## src/verilog/jfl_pkg.sv

```systemverilog
// package: constants and types for the flash lockout recovery test port
package jfl_pkg;
    localparam int JFL_IR_W = 4;
    localparam int JFL_DIV_W = 7;
    localparam int JFL_DIVISOR_W = 6;
    localparam int JFL_PRESCALE_BIT = 6;
    localparam int JFL_ERASE_CNT_W = 16;
    localparam int JFL_PRE_CNT_W = 4;

    // instruction codes
    localparam logic [JFL_IR_W-1:0] JFL_INS_UNLOCK_DEF = 4'h8;
    localparam logic [JFL_IR_W-1:0] JFL_INS_BYPASS = 4'hF;
    localparam logic [JFL_IR_W-1:0] JFL_IR_CAPTURE = 4'h1;

    // clocking of the flash timing path
    localparam int JFL_CORE_CLOCK_FREQ_HZ = 25_000_000;
    localparam int JFL_FLASH_IN_DIV = 2;
    localparam int JFL_PRESCALE_FACTOR = 8;
    localparam int JFL_PRESCALE_THRESH_HZ = 12_800_000;
    localparam int JFL_FCLK_MIN_HZ = 150_000;
    localparam int JFL_FCLK_MAX_HZ = 200_000;
    localparam logic [JFL_PRE_CNT_W-1:0] JFL_PRE_LIM_PLAIN =
        4'(JFL_FLASH_IN_DIV - 1);
    localparam logic [JFL_PRE_CNT_W-1:0] JFL_PRE_LIM_DIV8 =
        4'(JFL_FLASH_IN_DIV * JFL_PRESCALE_FACTOR - 1);
    localparam int JFL_ERASE_TICKS_DEF = 20;

    typedef enum logic [3:0] {
        JFL_TAP_RESET  = 4'h0,
        JFL_TAP_IDLE   = 4'h1,
        JFL_TAP_SEL_DR = 4'h3,
        JFL_TAP_CAP_DR = 4'h2,
        JFL_TAP_SH_DR  = 4'h6,
        JFL_TAP_EX1_DR = 4'h7,
        JFL_TAP_PA_DR  = 4'h5,
        JFL_TAP_EX2_DR = 4'h4,
        JFL_TAP_UPD_DR = 4'hC,
        JFL_TAP_SEL_IR = 4'hD,
        JFL_TAP_CAP_IR = 4'hF,
        JFL_TAP_SH_IR  = 4'hE,
        JFL_TAP_EX1_IR = 4'hA,
        JFL_TAP_PA_IR  = 4'hB,
        JFL_TAP_EX2_IR = 4'h9,
        JFL_TAP_UPD_IR = 4'h8
    } jfl_tap_t;

    typedef struct packed {
        logic prescale_by_eight;
        logic [JFL_DIVISOR_W-1:0] divisor;
    } jfl_div_t;

    localparam jfl_div_t JFL_DIV_RST = 7'h00;

    typedef struct packed {
        jfl_tap_t tap;
        logic tck_q;
        logic [JFL_IR_W-1:0] ir;
        logic [JFL_IR_W-1:0] ir_sh;
        logic [JFL_DIV_W-1:0] dr_sh;
        logic byp;
        jfl_div_t jtag_div;
        logic div_loaded;
        logic tdo;
        logic tdo_oe_n;
        jfl_div_t eff_div;
        logic [JFL_PRE_CNT_W-1:0] pre_cnt;
        logic [JFL_DIVISOR_W-1:0] div_cnt;
        logic tick;
        logic busy;
        logic done;
        logic [JFL_ERASE_CNT_W-1:0] erase_cnt;
        logic cap_pending;
        logic read_disable;
        logic backdoor;
    } jfl_state_t;
endpackage : jfl_pkg
```

## src/verilog/jfl_lockout_recovery.sv

```systemverilog
// module: test-port lockout recovery with flash erase clock divider override
// Function
// - unlock sequence mass-erases flash; debug read disable holds until the next reset
// - unlock instruction selects 7-bit divider register
// - shifted divider replaces flash divider register
// - bit6 prescale, bits5-0 divisor
// - input clock/2, optional /8, /(div+1)
// - entering Run-Test/Idle under the unlock instruction with a loaded divider starts the erase
// - backdoor unlock only when key enable set
// - reset sets debug read disable; the first clock after reset release loads it from security
`timescale 1ns/1ns
module jfl_lockout_recovery #(
    parameter logic [jfl_pkg::JFL_IR_W-1:0] INS_UNLOCK = jfl_pkg::JFL_INS_UNLOCK_DEF,
    parameter int ERASE_TICKS = jfl_pkg::JFL_ERASE_TICKS_DEF
) (
    // clock and reset
    input wire logic core_clock_freq,
    input wire logic rst_n,
    // test port
    input wire logic tck,
    input wire logic tms,
    input wire logic tdi,
    input wire logic trst_n,
    output logic tdo,
    output logic tdo_oe_n,
    // flash module side
    input wire jfl_pkg::jfl_div_t flash_clock_divider_reg,
    input wire logic security_secure,
    input wire logic backdoor_key_enable,
    input wire logic backdoor_key_match,
    output jfl_pkg::jfl_div_t erase_clock_divider_field,
    output logic flash_timing_tick,
    output logic mass_erase_busy,
    output logic erase_complete,
    output logic debug_read_disable,
    output logic backdoor_unlock
);
    import jfl_pkg::*;

    localparam logic [JFL_ERASE_CNT_W-1:0] ERASE_LAST = JFL_ERASE_CNT_W'(ERASE_TICKS - 1);

    jfl_state_t s_r;
    jfl_state_t s_nxt;

    function automatic jfl_tap_t tap_next(input jfl_tap_t st, input logic m);
        case (st)
            JFL_TAP_RESET: tap_next = m ? JFL_TAP_RESET : JFL_TAP_IDLE;
            JFL_TAP_IDLE: tap_next = m ? JFL_TAP_SEL_DR : JFL_TAP_IDLE;
            JFL_TAP_SEL_DR: tap_next = m ? JFL_TAP_SEL_IR : JFL_TAP_CAP_DR;
            JFL_TAP_CAP_DR: tap_next = m ? JFL_TAP_EX1_DR : JFL_TAP_SH_DR;
            JFL_TAP_SH_DR: tap_next = m ? JFL_TAP_EX1_DR : JFL_TAP_SH_DR;
            JFL_TAP_EX1_DR: tap_next = m ? JFL_TAP_UPD_DR : JFL_TAP_PA_DR;
            JFL_TAP_PA_DR: tap_next = m ? JFL_TAP_EX2_DR : JFL_TAP_PA_DR;
            JFL_TAP_EX2_DR: tap_next = m ? JFL_TAP_UPD_DR : JFL_TAP_SH_DR;
            JFL_TAP_UPD_DR: tap_next = m ? JFL_TAP_SEL_DR : JFL_TAP_IDLE;
            JFL_TAP_SEL_IR: tap_next = m ? JFL_TAP_RESET : JFL_TAP_CAP_IR;
            JFL_TAP_CAP_IR: tap_next = m ? JFL_TAP_EX1_IR : JFL_TAP_SH_IR;
            JFL_TAP_SH_IR: tap_next = m ? JFL_TAP_EX1_IR : JFL_TAP_SH_IR;
            JFL_TAP_EX1_IR: tap_next = m ? JFL_TAP_UPD_IR : JFL_TAP_PA_IR;
            JFL_TAP_PA_IR: tap_next = m ? JFL_TAP_EX2_IR : JFL_TAP_PA_IR;
            JFL_TAP_EX2_IR: tap_next = m ? JFL_TAP_UPD_IR : JFL_TAP_SH_IR;
            JFL_TAP_UPD_IR: tap_next = m ? JFL_TAP_SEL_DR : JFL_TAP_IDLE;
            default: tap_next = JFL_TAP_RESET;
        endcase
    endfunction : tap_next

    localparam jfl_state_t S_RST = '{
        tap: JFL_TAP_RESET,
        tck_q: 1'b0,
        ir: JFL_INS_BYPASS,
        ir_sh: JFL_INS_BYPASS,
        dr_sh: 7'h00,
        byp: 1'b0,
        jtag_div: JFL_DIV_RST,
        div_loaded: 1'b0,
        tdo: 1'b0,
        tdo_oe_n: 1'b1,
        eff_div: JFL_DIV_RST,
        pre_cnt: 4'h0,
        div_cnt: 6'h00,
        tick: 1'b0,
        busy: 1'b0,
        done: 1'b0,
        erase_cnt: 16'h0000,
        cap_pending: 1'b1,
        read_disable: 1'b1,
        backdoor: 1'b0
    };

    logic tck_rise;
    logic tck_fall;
    logic unlock_sel;
    jfl_tap_t tap_nx;
    jfl_div_t div_use;
    logic [JFL_PRE_CNT_W-1:0] pre_lim;

    always_comb begin
        s_nxt = s_r;
        tck_rise = tck & ~s_r.tck_q;
        tck_fall = ~tck & s_r.tck_q;
        unlock_sel = (s_r.ir == INS_UNLOCK);
        tap_nx = tap_next(s_r.tap, tms);
        s_nxt.tck_q = tck;
        s_nxt.tick = 1'b0;

        if (!trst_n) begin
            s_nxt.tap = JFL_TAP_RESET;
            s_nxt.ir = JFL_INS_BYPASS;
        end else if (tck_rise) begin
            case (s_r.tap)
                JFL_TAP_CAP_IR: s_nxt.ir_sh = JFL_IR_CAPTURE;
                JFL_TAP_SH_IR: s_nxt.ir_sh = {tdi, s_r.ir_sh[JFL_IR_W-1:1]};
                JFL_TAP_UPD_IR: s_nxt.ir = s_r.ir_sh;
                JFL_TAP_CAP_DR: begin
                    s_nxt.dr_sh = s_r.jtag_div;
                    s_nxt.byp = 1'b0;
                end
                JFL_TAP_SH_DR: begin
                    if (unlock_sel) begin
                        s_nxt.dr_sh = {tdi, s_r.dr_sh[JFL_DIV_W-1:1]};
                    end else begin
                        s_nxt.byp = tdi;
                    end
                end
                JFL_TAP_UPD_DR: begin
                    if (unlock_sel) begin
                        s_nxt.jtag_div = s_r.dr_sh;
                        s_nxt.div_loaded = 1'b1;
                    end
                end
                default: begin
                end
            endcase
            s_nxt.tap = tap_nx;
            // erase starts on entry to idle under the unlock instruction with a loaded divider
            // a divider update on this same edge counts as loaded
            if (tap_nx == JFL_TAP_IDLE && s_r.tap != JFL_TAP_IDLE && unlock_sel &&
                s_nxt.div_loaded && !s_r.busy && !s_r.done) begin
                s_nxt.busy = 1'b1;
                s_nxt.erase_cnt = '0;
            end
        end

        if (tck_fall) begin
            s_nxt.tdo_oe_n = !(s_r.tap == JFL_TAP_SH_IR || s_r.tap == JFL_TAP_SH_DR);
            if (s_r.tap == JFL_TAP_SH_IR) begin
                s_nxt.tdo = s_r.ir_sh[0];
            end else if (unlock_sel) begin
                s_nxt.tdo = s_r.dr_sh[0];
            end else begin
                s_nxt.tdo = s_r.byp;
            end
        end

        // override only while the unlock instruction is current
        div_use = unlock_sel ? s_r.jtag_div : flash_clock_divider_reg;
        s_nxt.eff_div = div_use;
        pre_lim = s_r.eff_div.prescale_by_eight ? JFL_PRE_LIM_DIV8 : JFL_PRE_LIM_PLAIN;
        if (s_r.pre_cnt >= pre_lim) begin
            s_nxt.pre_cnt = '0;
            if (s_r.div_cnt >= s_r.eff_div.divisor) begin
                s_nxt.div_cnt = '0;
                s_nxt.tick = 1'b1;
            end else begin
                s_nxt.div_cnt = s_r.div_cnt + 6'h01;
            end
        end else begin
            s_nxt.pre_cnt = s_r.pre_cnt + 4'h1;
        end

        // erase timed in flash clock ticks; leaving idle aborts it
        if (s_r.busy) begin
            if (!trst_n || s_r.tap != JFL_TAP_IDLE) begin
                s_nxt.busy = 1'b0;
            end else if (s_r.tick) begin
                if (s_r.erase_cnt == ERASE_LAST) begin
                    s_nxt.busy = 1'b0;
                    s_nxt.done = 1'b1;
                end else begin
                    s_nxt.erase_cnt = s_r.erase_cnt + 16'h0001;
                end
            end
        end

        // security level caught once after reset release
        if (s_r.cap_pending) begin
            s_nxt.cap_pending = 1'b0;
            s_nxt.read_disable = security_secure;
        end else if (s_r.done) begin
            s_nxt.read_disable = s_r.read_disable;
        end
        s_nxt.backdoor = backdoor_key_enable & backdoor_key_match;
    end

    always_ff @(posedge core_clock_freq) begin
        if (!rst_n) begin
            s_r <= S_RST;
        end else begin
            s_r <= s_nxt;
        end
    end

    assign tdo = s_r.tdo;
    assign tdo_oe_n = s_r.tdo_oe_n;
    assign erase_clock_divider_field = s_r.eff_div;
    assign flash_timing_tick = s_r.tick;
    assign mass_erase_busy = s_r.busy;
    assign erase_complete = s_r.done;
    assign debug_read_disable = s_r.read_disable;
    assign backdoor_unlock = s_r.backdoor;
endmodule : jfl_lockout_recovery

```

## config.mk

```make
export PLATFORM = sky130hd
export DESIGN_NAME = jfl_lockout_recovery
export DESIGN_NICKNAME = d
export VERILOG_FILES = /design/src/verilog/jfl_pkg.sv /design/src/verilog/jfl_lockout_recovery.sv
export SDC_FILE = /design/constraint.sdc
export NUM_CORES = 1
export LEC_CHECK = 0
export BUFFER_PORTS_ARGS = -buffer_cell sky130_fd_sc_hd__buf_4
export CAP_MARGIN = 20
export CORE_ASPECT_RATIO = 1.2
export CORE_UTILIZATION = 50
export CTS_CLUSTER_DIAMETER = 30
export DETAILED_ROUTE_END_ITERATION = 10
export PLACE_DENSITY = 0.71
export SLEW_MARGIN = 30
export SYNTH_ARGS = -nofsm -noshare
export SYNTH_HDL_FRONTEND = slang
export SYNTH_SLANG_ARGS = --single-unit
export TNS_END_PERCENT = 100
```

## constraint.sdc

```tcl
create_clock -name core_clock_freq -period 1.8 [get_ports core_clock_freq]
set_input_delay 0.36 -clock core_clock_freq [delete_from_list [all_inputs] [get_ports core_clock_freq]]
set_output_delay 0.36 -clock core_clock_freq [all_outputs]
set_load 0.01 [all_outputs]
```

==> load_flow_metrics.sql <==
INSERT INTO impl_metrics (metric_group, metric, value, unit) VALUES
('cts', 'clock_path_buffers', '2', ''),
('place', 'numPlacedInstances', '538', ''),
('worst_hold_path', 'hold_class', 'primary input to flop', ''),
('logic_synthesis', 'asyncSetResetFlopFracSynth', '0', '%'),
('global_route', 'gr-total-overflow', '0', ''),
('die', 'die-area', '7610', 'um2'),
('flow_run', 'maxCapViolations', '0', ''),
('cts', 'cts.clk_slew.worst_paths', '80', 'ps'),
('layout', 'ratio_of_cells_with_drive_above_1_in_the_final_layout', '23.1', '%'),
('logic_synthesis', 'synth_largest_area_cell', 'dfxtp_1', ''),
('cts', 'clock-root-buffer', 'clkbuf_8', ''),
('die', 'initial_core_util', '52.3', '%'),
('worst_setup_path', 'critical_path_arrival', '1960', 'ps'),
('place', 'placement.io_buffers', '29', ''),
('die', 'die_w', '79.8', 'um'),
('die', 'number_of_rows_created_at_floorplan', '33', ''),
('logic_synthesis', 'synth_area', '3630', 'um2'),
('place', 'post-dp-hpwl', '5.84', 'mm'),
('logic_synthesis', 'synthCells', '422', ''),
('power', 'leakage', '1.68', 'nW'),
('layout', 'diodes', '0', ''),
('logic_synthesis', 'leading_register_cell_type_out_of_synthesis', 'dfxtp_1', ''),
('layout', 'final_cells', '563', ''),
('worst_setup_path', 'critical-path-max-stage-delay', '330', 'ps'),
('route', 'first_pass_iteration_count_of_the_detailed_router', '4', ''),
('cts', 'tritoncts_clock_tree', 'built', ''),
('worst_setup_path', 'r2r.worst_path.cells', '6', ''),
('worst_setup_path', 'timing.rr.start', 'erase_complete', ''),
('route', 'avgViaCountPerCell', '5.75', ''),
('logic_synthesis', 'synth.yosys.warnings', '0', ''),
('cts', 'number_of_buffers_inserted_during_clock_tree_synthesis', '9', ''),
('worst_setup_path', 'crit_required', '2040', 'ps'),
('timing', 'max-slew-margin-rel', '70.1', '%'),
('power', 'powerDensity', '763', 'nW/um2'),
('worst_setup_path', 'crit_chain', 'nor3_1, and3_1, nand4_1, buf_4, or2_1, and3_1', ''),
('logic_synthesis', 'synth_edf_count', '0', ''),
('timing', 'setup_viol', '0', ''),
('layout', 'layout-area-overhead-vs-synth', '19.4', '%'),
('global_route', 'initial_antenna_violation_count', '0', ''),
('global_route', 'grt_pass1_wl', '13.7', 'mm'),
('layout', 'nNetsFinal', '500', ''),
('route', 'route.vias.total', '3240', ''),
('worst_hold_path', 'hold_depth', '2', ''),
('die', 'chipHeight', '95.4', 'um'),
('global_route', 'grt_start_max_net_pins', '24', ''),
('logic_synthesis', 'post-synth-top-count-cell', 'dfxtp_1', ''),
('logic_synthesis', 'synthesis.nets', '450', ''),
('timing', 'final-max-slew-violation-count', '0', ''),
('worst_hold_path', 'worstHoldStart', 'backdoor_key_match', ''),
('outcome', 'status', 'completed', ''),
('worst_hold_path', 'hold_worst_path_end', 'backdoor_unlock', ''),
('cts', 'cts_htree_levels', '3', ''),
('die', 'number_of_top_level_pins', '30', ''),
('cts', 'hold_buffers', '0', ''),
('logic_synthesis', 'netlist.area_leader.share', '38.6', '%'),
('timing', 'timing.final.ws_setup', '79.6', 'ps'),
('timing', 'fin_crit', '1720', 'ps'),
('timing', 'hold_violations', '0', ''),
('power', 'peak_ir_drop_on_the_vdd_network', '0.000419', 'V'),
('logic_synthesis', 'synth_seq_cells', '70', ''),
('worst_setup_path', 'timing.reg2reg.setup_slack', '80', 'ps'),
('worst_setup_path', 'critical_path.endpoint_type', 'flop', ''),
('place', 'globalplace.congestion', '0.825', ''),
('cts', 'clkLatencyLatePin', '350', 'ps'),
('route', 'detail_route.drc_violations', '0', ''),
('place', 'placement_stage_worst_setup_slack', '-36.8', 'ps'),
('timing', 'setup_clock_skew_after_layout', '13.3', 'ps'),
('worst_setup_path', 'startpoint_class', 'flop', ''),
('timing', 'tightestPinTransition', '449', 'ps'),
('route', 'drtIter0Drc', '222', ''),
('route', 'routed_antenna_nets', '0', '');
-- final cells by class --
class | instances | area, um2
Clock buffer | 10 | 128
Clock inverter | 5 | 83.8
Fill cell | 605 | 2600
Inverter | 13 | 48.8
Multi-Input combinational cell | 308 | 2030
Sequential cell | 70 | 1410
Tap cell | 87 | 109
Timing Repair Buffer | 70 | 536
-- placed cells by master, fill, tap and decap left out, types with 4 or more instances in the layout --
| cell type | synthesis | routed |
|---|---|---|
| dfxtp_1 | 70 | 67 |
| inv_1 | 13 | 13 |
| o21ai_0 | 12 | 11 |
| a21oi_1 | 26 | 25 |
| o21ai_1 | 4 | 4 |
| and3_1 | 18 | 17 |
| and2_1 | 6 | 6 |
| nor3_1 | 6 | 6 |
| nand2_1 | 41 | 41 |
| mux2i_1 | 21 | 21 |
| nor2_1 | 33 | 33 |
| o211ai_1 | 8 | 8 |
| nand2b_1 | 5 | 5 |
| a311oi_1 | 4 | 4 |
| a211oi_1 | 10 | 10 |
| buf_4 | 9 | 68 |
| nand4_1 | 9 | 9 |
| clkbuf_8 | 0 | 9 |
| a31oi_1 | 8 | 8 |
| or3_1 | 7 | 7 |
| xnor2_1 | 6 | 6 |
| ha_1 | 12 | 10 |
| nand3_1 | 21 | 21 |
-- how the worst max path moves through the flow --
stage	startpoint	to	slack, ps	cells past startpoint
after floorplan	s_r[3]	s_r[5]	120	7
after global placement	tms	s_r[15]	-80	7
after detailed placement	tms	s_r[12]	-40	7
after CTS	s_r[68]	s_r[17]	4	5
after global routing	s_r[69]	s_r[60]	3	6
final	erase_complete	s_r[12]	80	6
-- where the power goes --
group / total (mW) / switching (mW) / internal, mW
clock: 1.38 / 0.600 / 0.778
sequential: 1.62 / 0.0354 / 1.59
combinational: 0.309 / 0.167 / 0.143
total: 3.31 / 0.802 / 2.51
-- logic make-up (layout without fill, tap and decap cells) --
family,Yosys count,count (layout),synth area share (%)
flip-flops,70,70,38.6
buffers and inverters,45,98,6.44
AND/OR/NAND/NOR,170,171,25.1
AO/OA/AOI/OAI,96,96,18.1
adder cells (fa/ha/maj),12,12,4.13
XOR/XNOR,8,8,1.93
multiplexers,21,21,5.79
-- flip-flops by register name, indices dropped and copies added (netlist names) --
register / count
backdoor_unlock: 1
tdo_oe_n: 1
erase_complete: 1
flash_timing_tick: 1
s_r: 56
tdo: 1
erase_clock_divider_field: 7
mass_erase_busy: 1
debug_read_disable: 1
-- metrics by stage --
stage | TNS [ps] | utilization, % | area (um2)
global route | 0 | 62.5 | 4340
floorplan | 0 | - | 3630
CTS | 0 | 61.5 | 4270
global placement | -566 | 58.0 | 4030
finish | 0 | 62.5 | 4340
detailed placement | -147 | 58.0 | 4030
-- worst max-delay path: cells and delay by family, from the launching register on --
family / cells / cell delay, ps
simple gates: 5 / 1080
flops: 1 / 330
buf+inv: 1 / 210
-- layer usage --
layer | vias to the layer above | GRT usage, % | share of wire, %
li1 | 1623 | - | -
met1 | 1539 | 29.7 | 46
met2 | 67 | 38.6 | 49
met3 | 11 | 2.68 | 3.7
met4 | 0 | 10.9 | 1.2
met5 | - | 0 | 0
-- repair_timing --
| action | CTS | global route |
|---|---|---|
| setup buffers | 4 | 4 |
| resized for setup | 0 | 11 |
| pin swaps | 1 | 4 |
| setup endpoints to repair | 6 | 20 |
| gates cloned | 0 | 2 |
No activity file was read; power rests on OpenSTA's default activity.
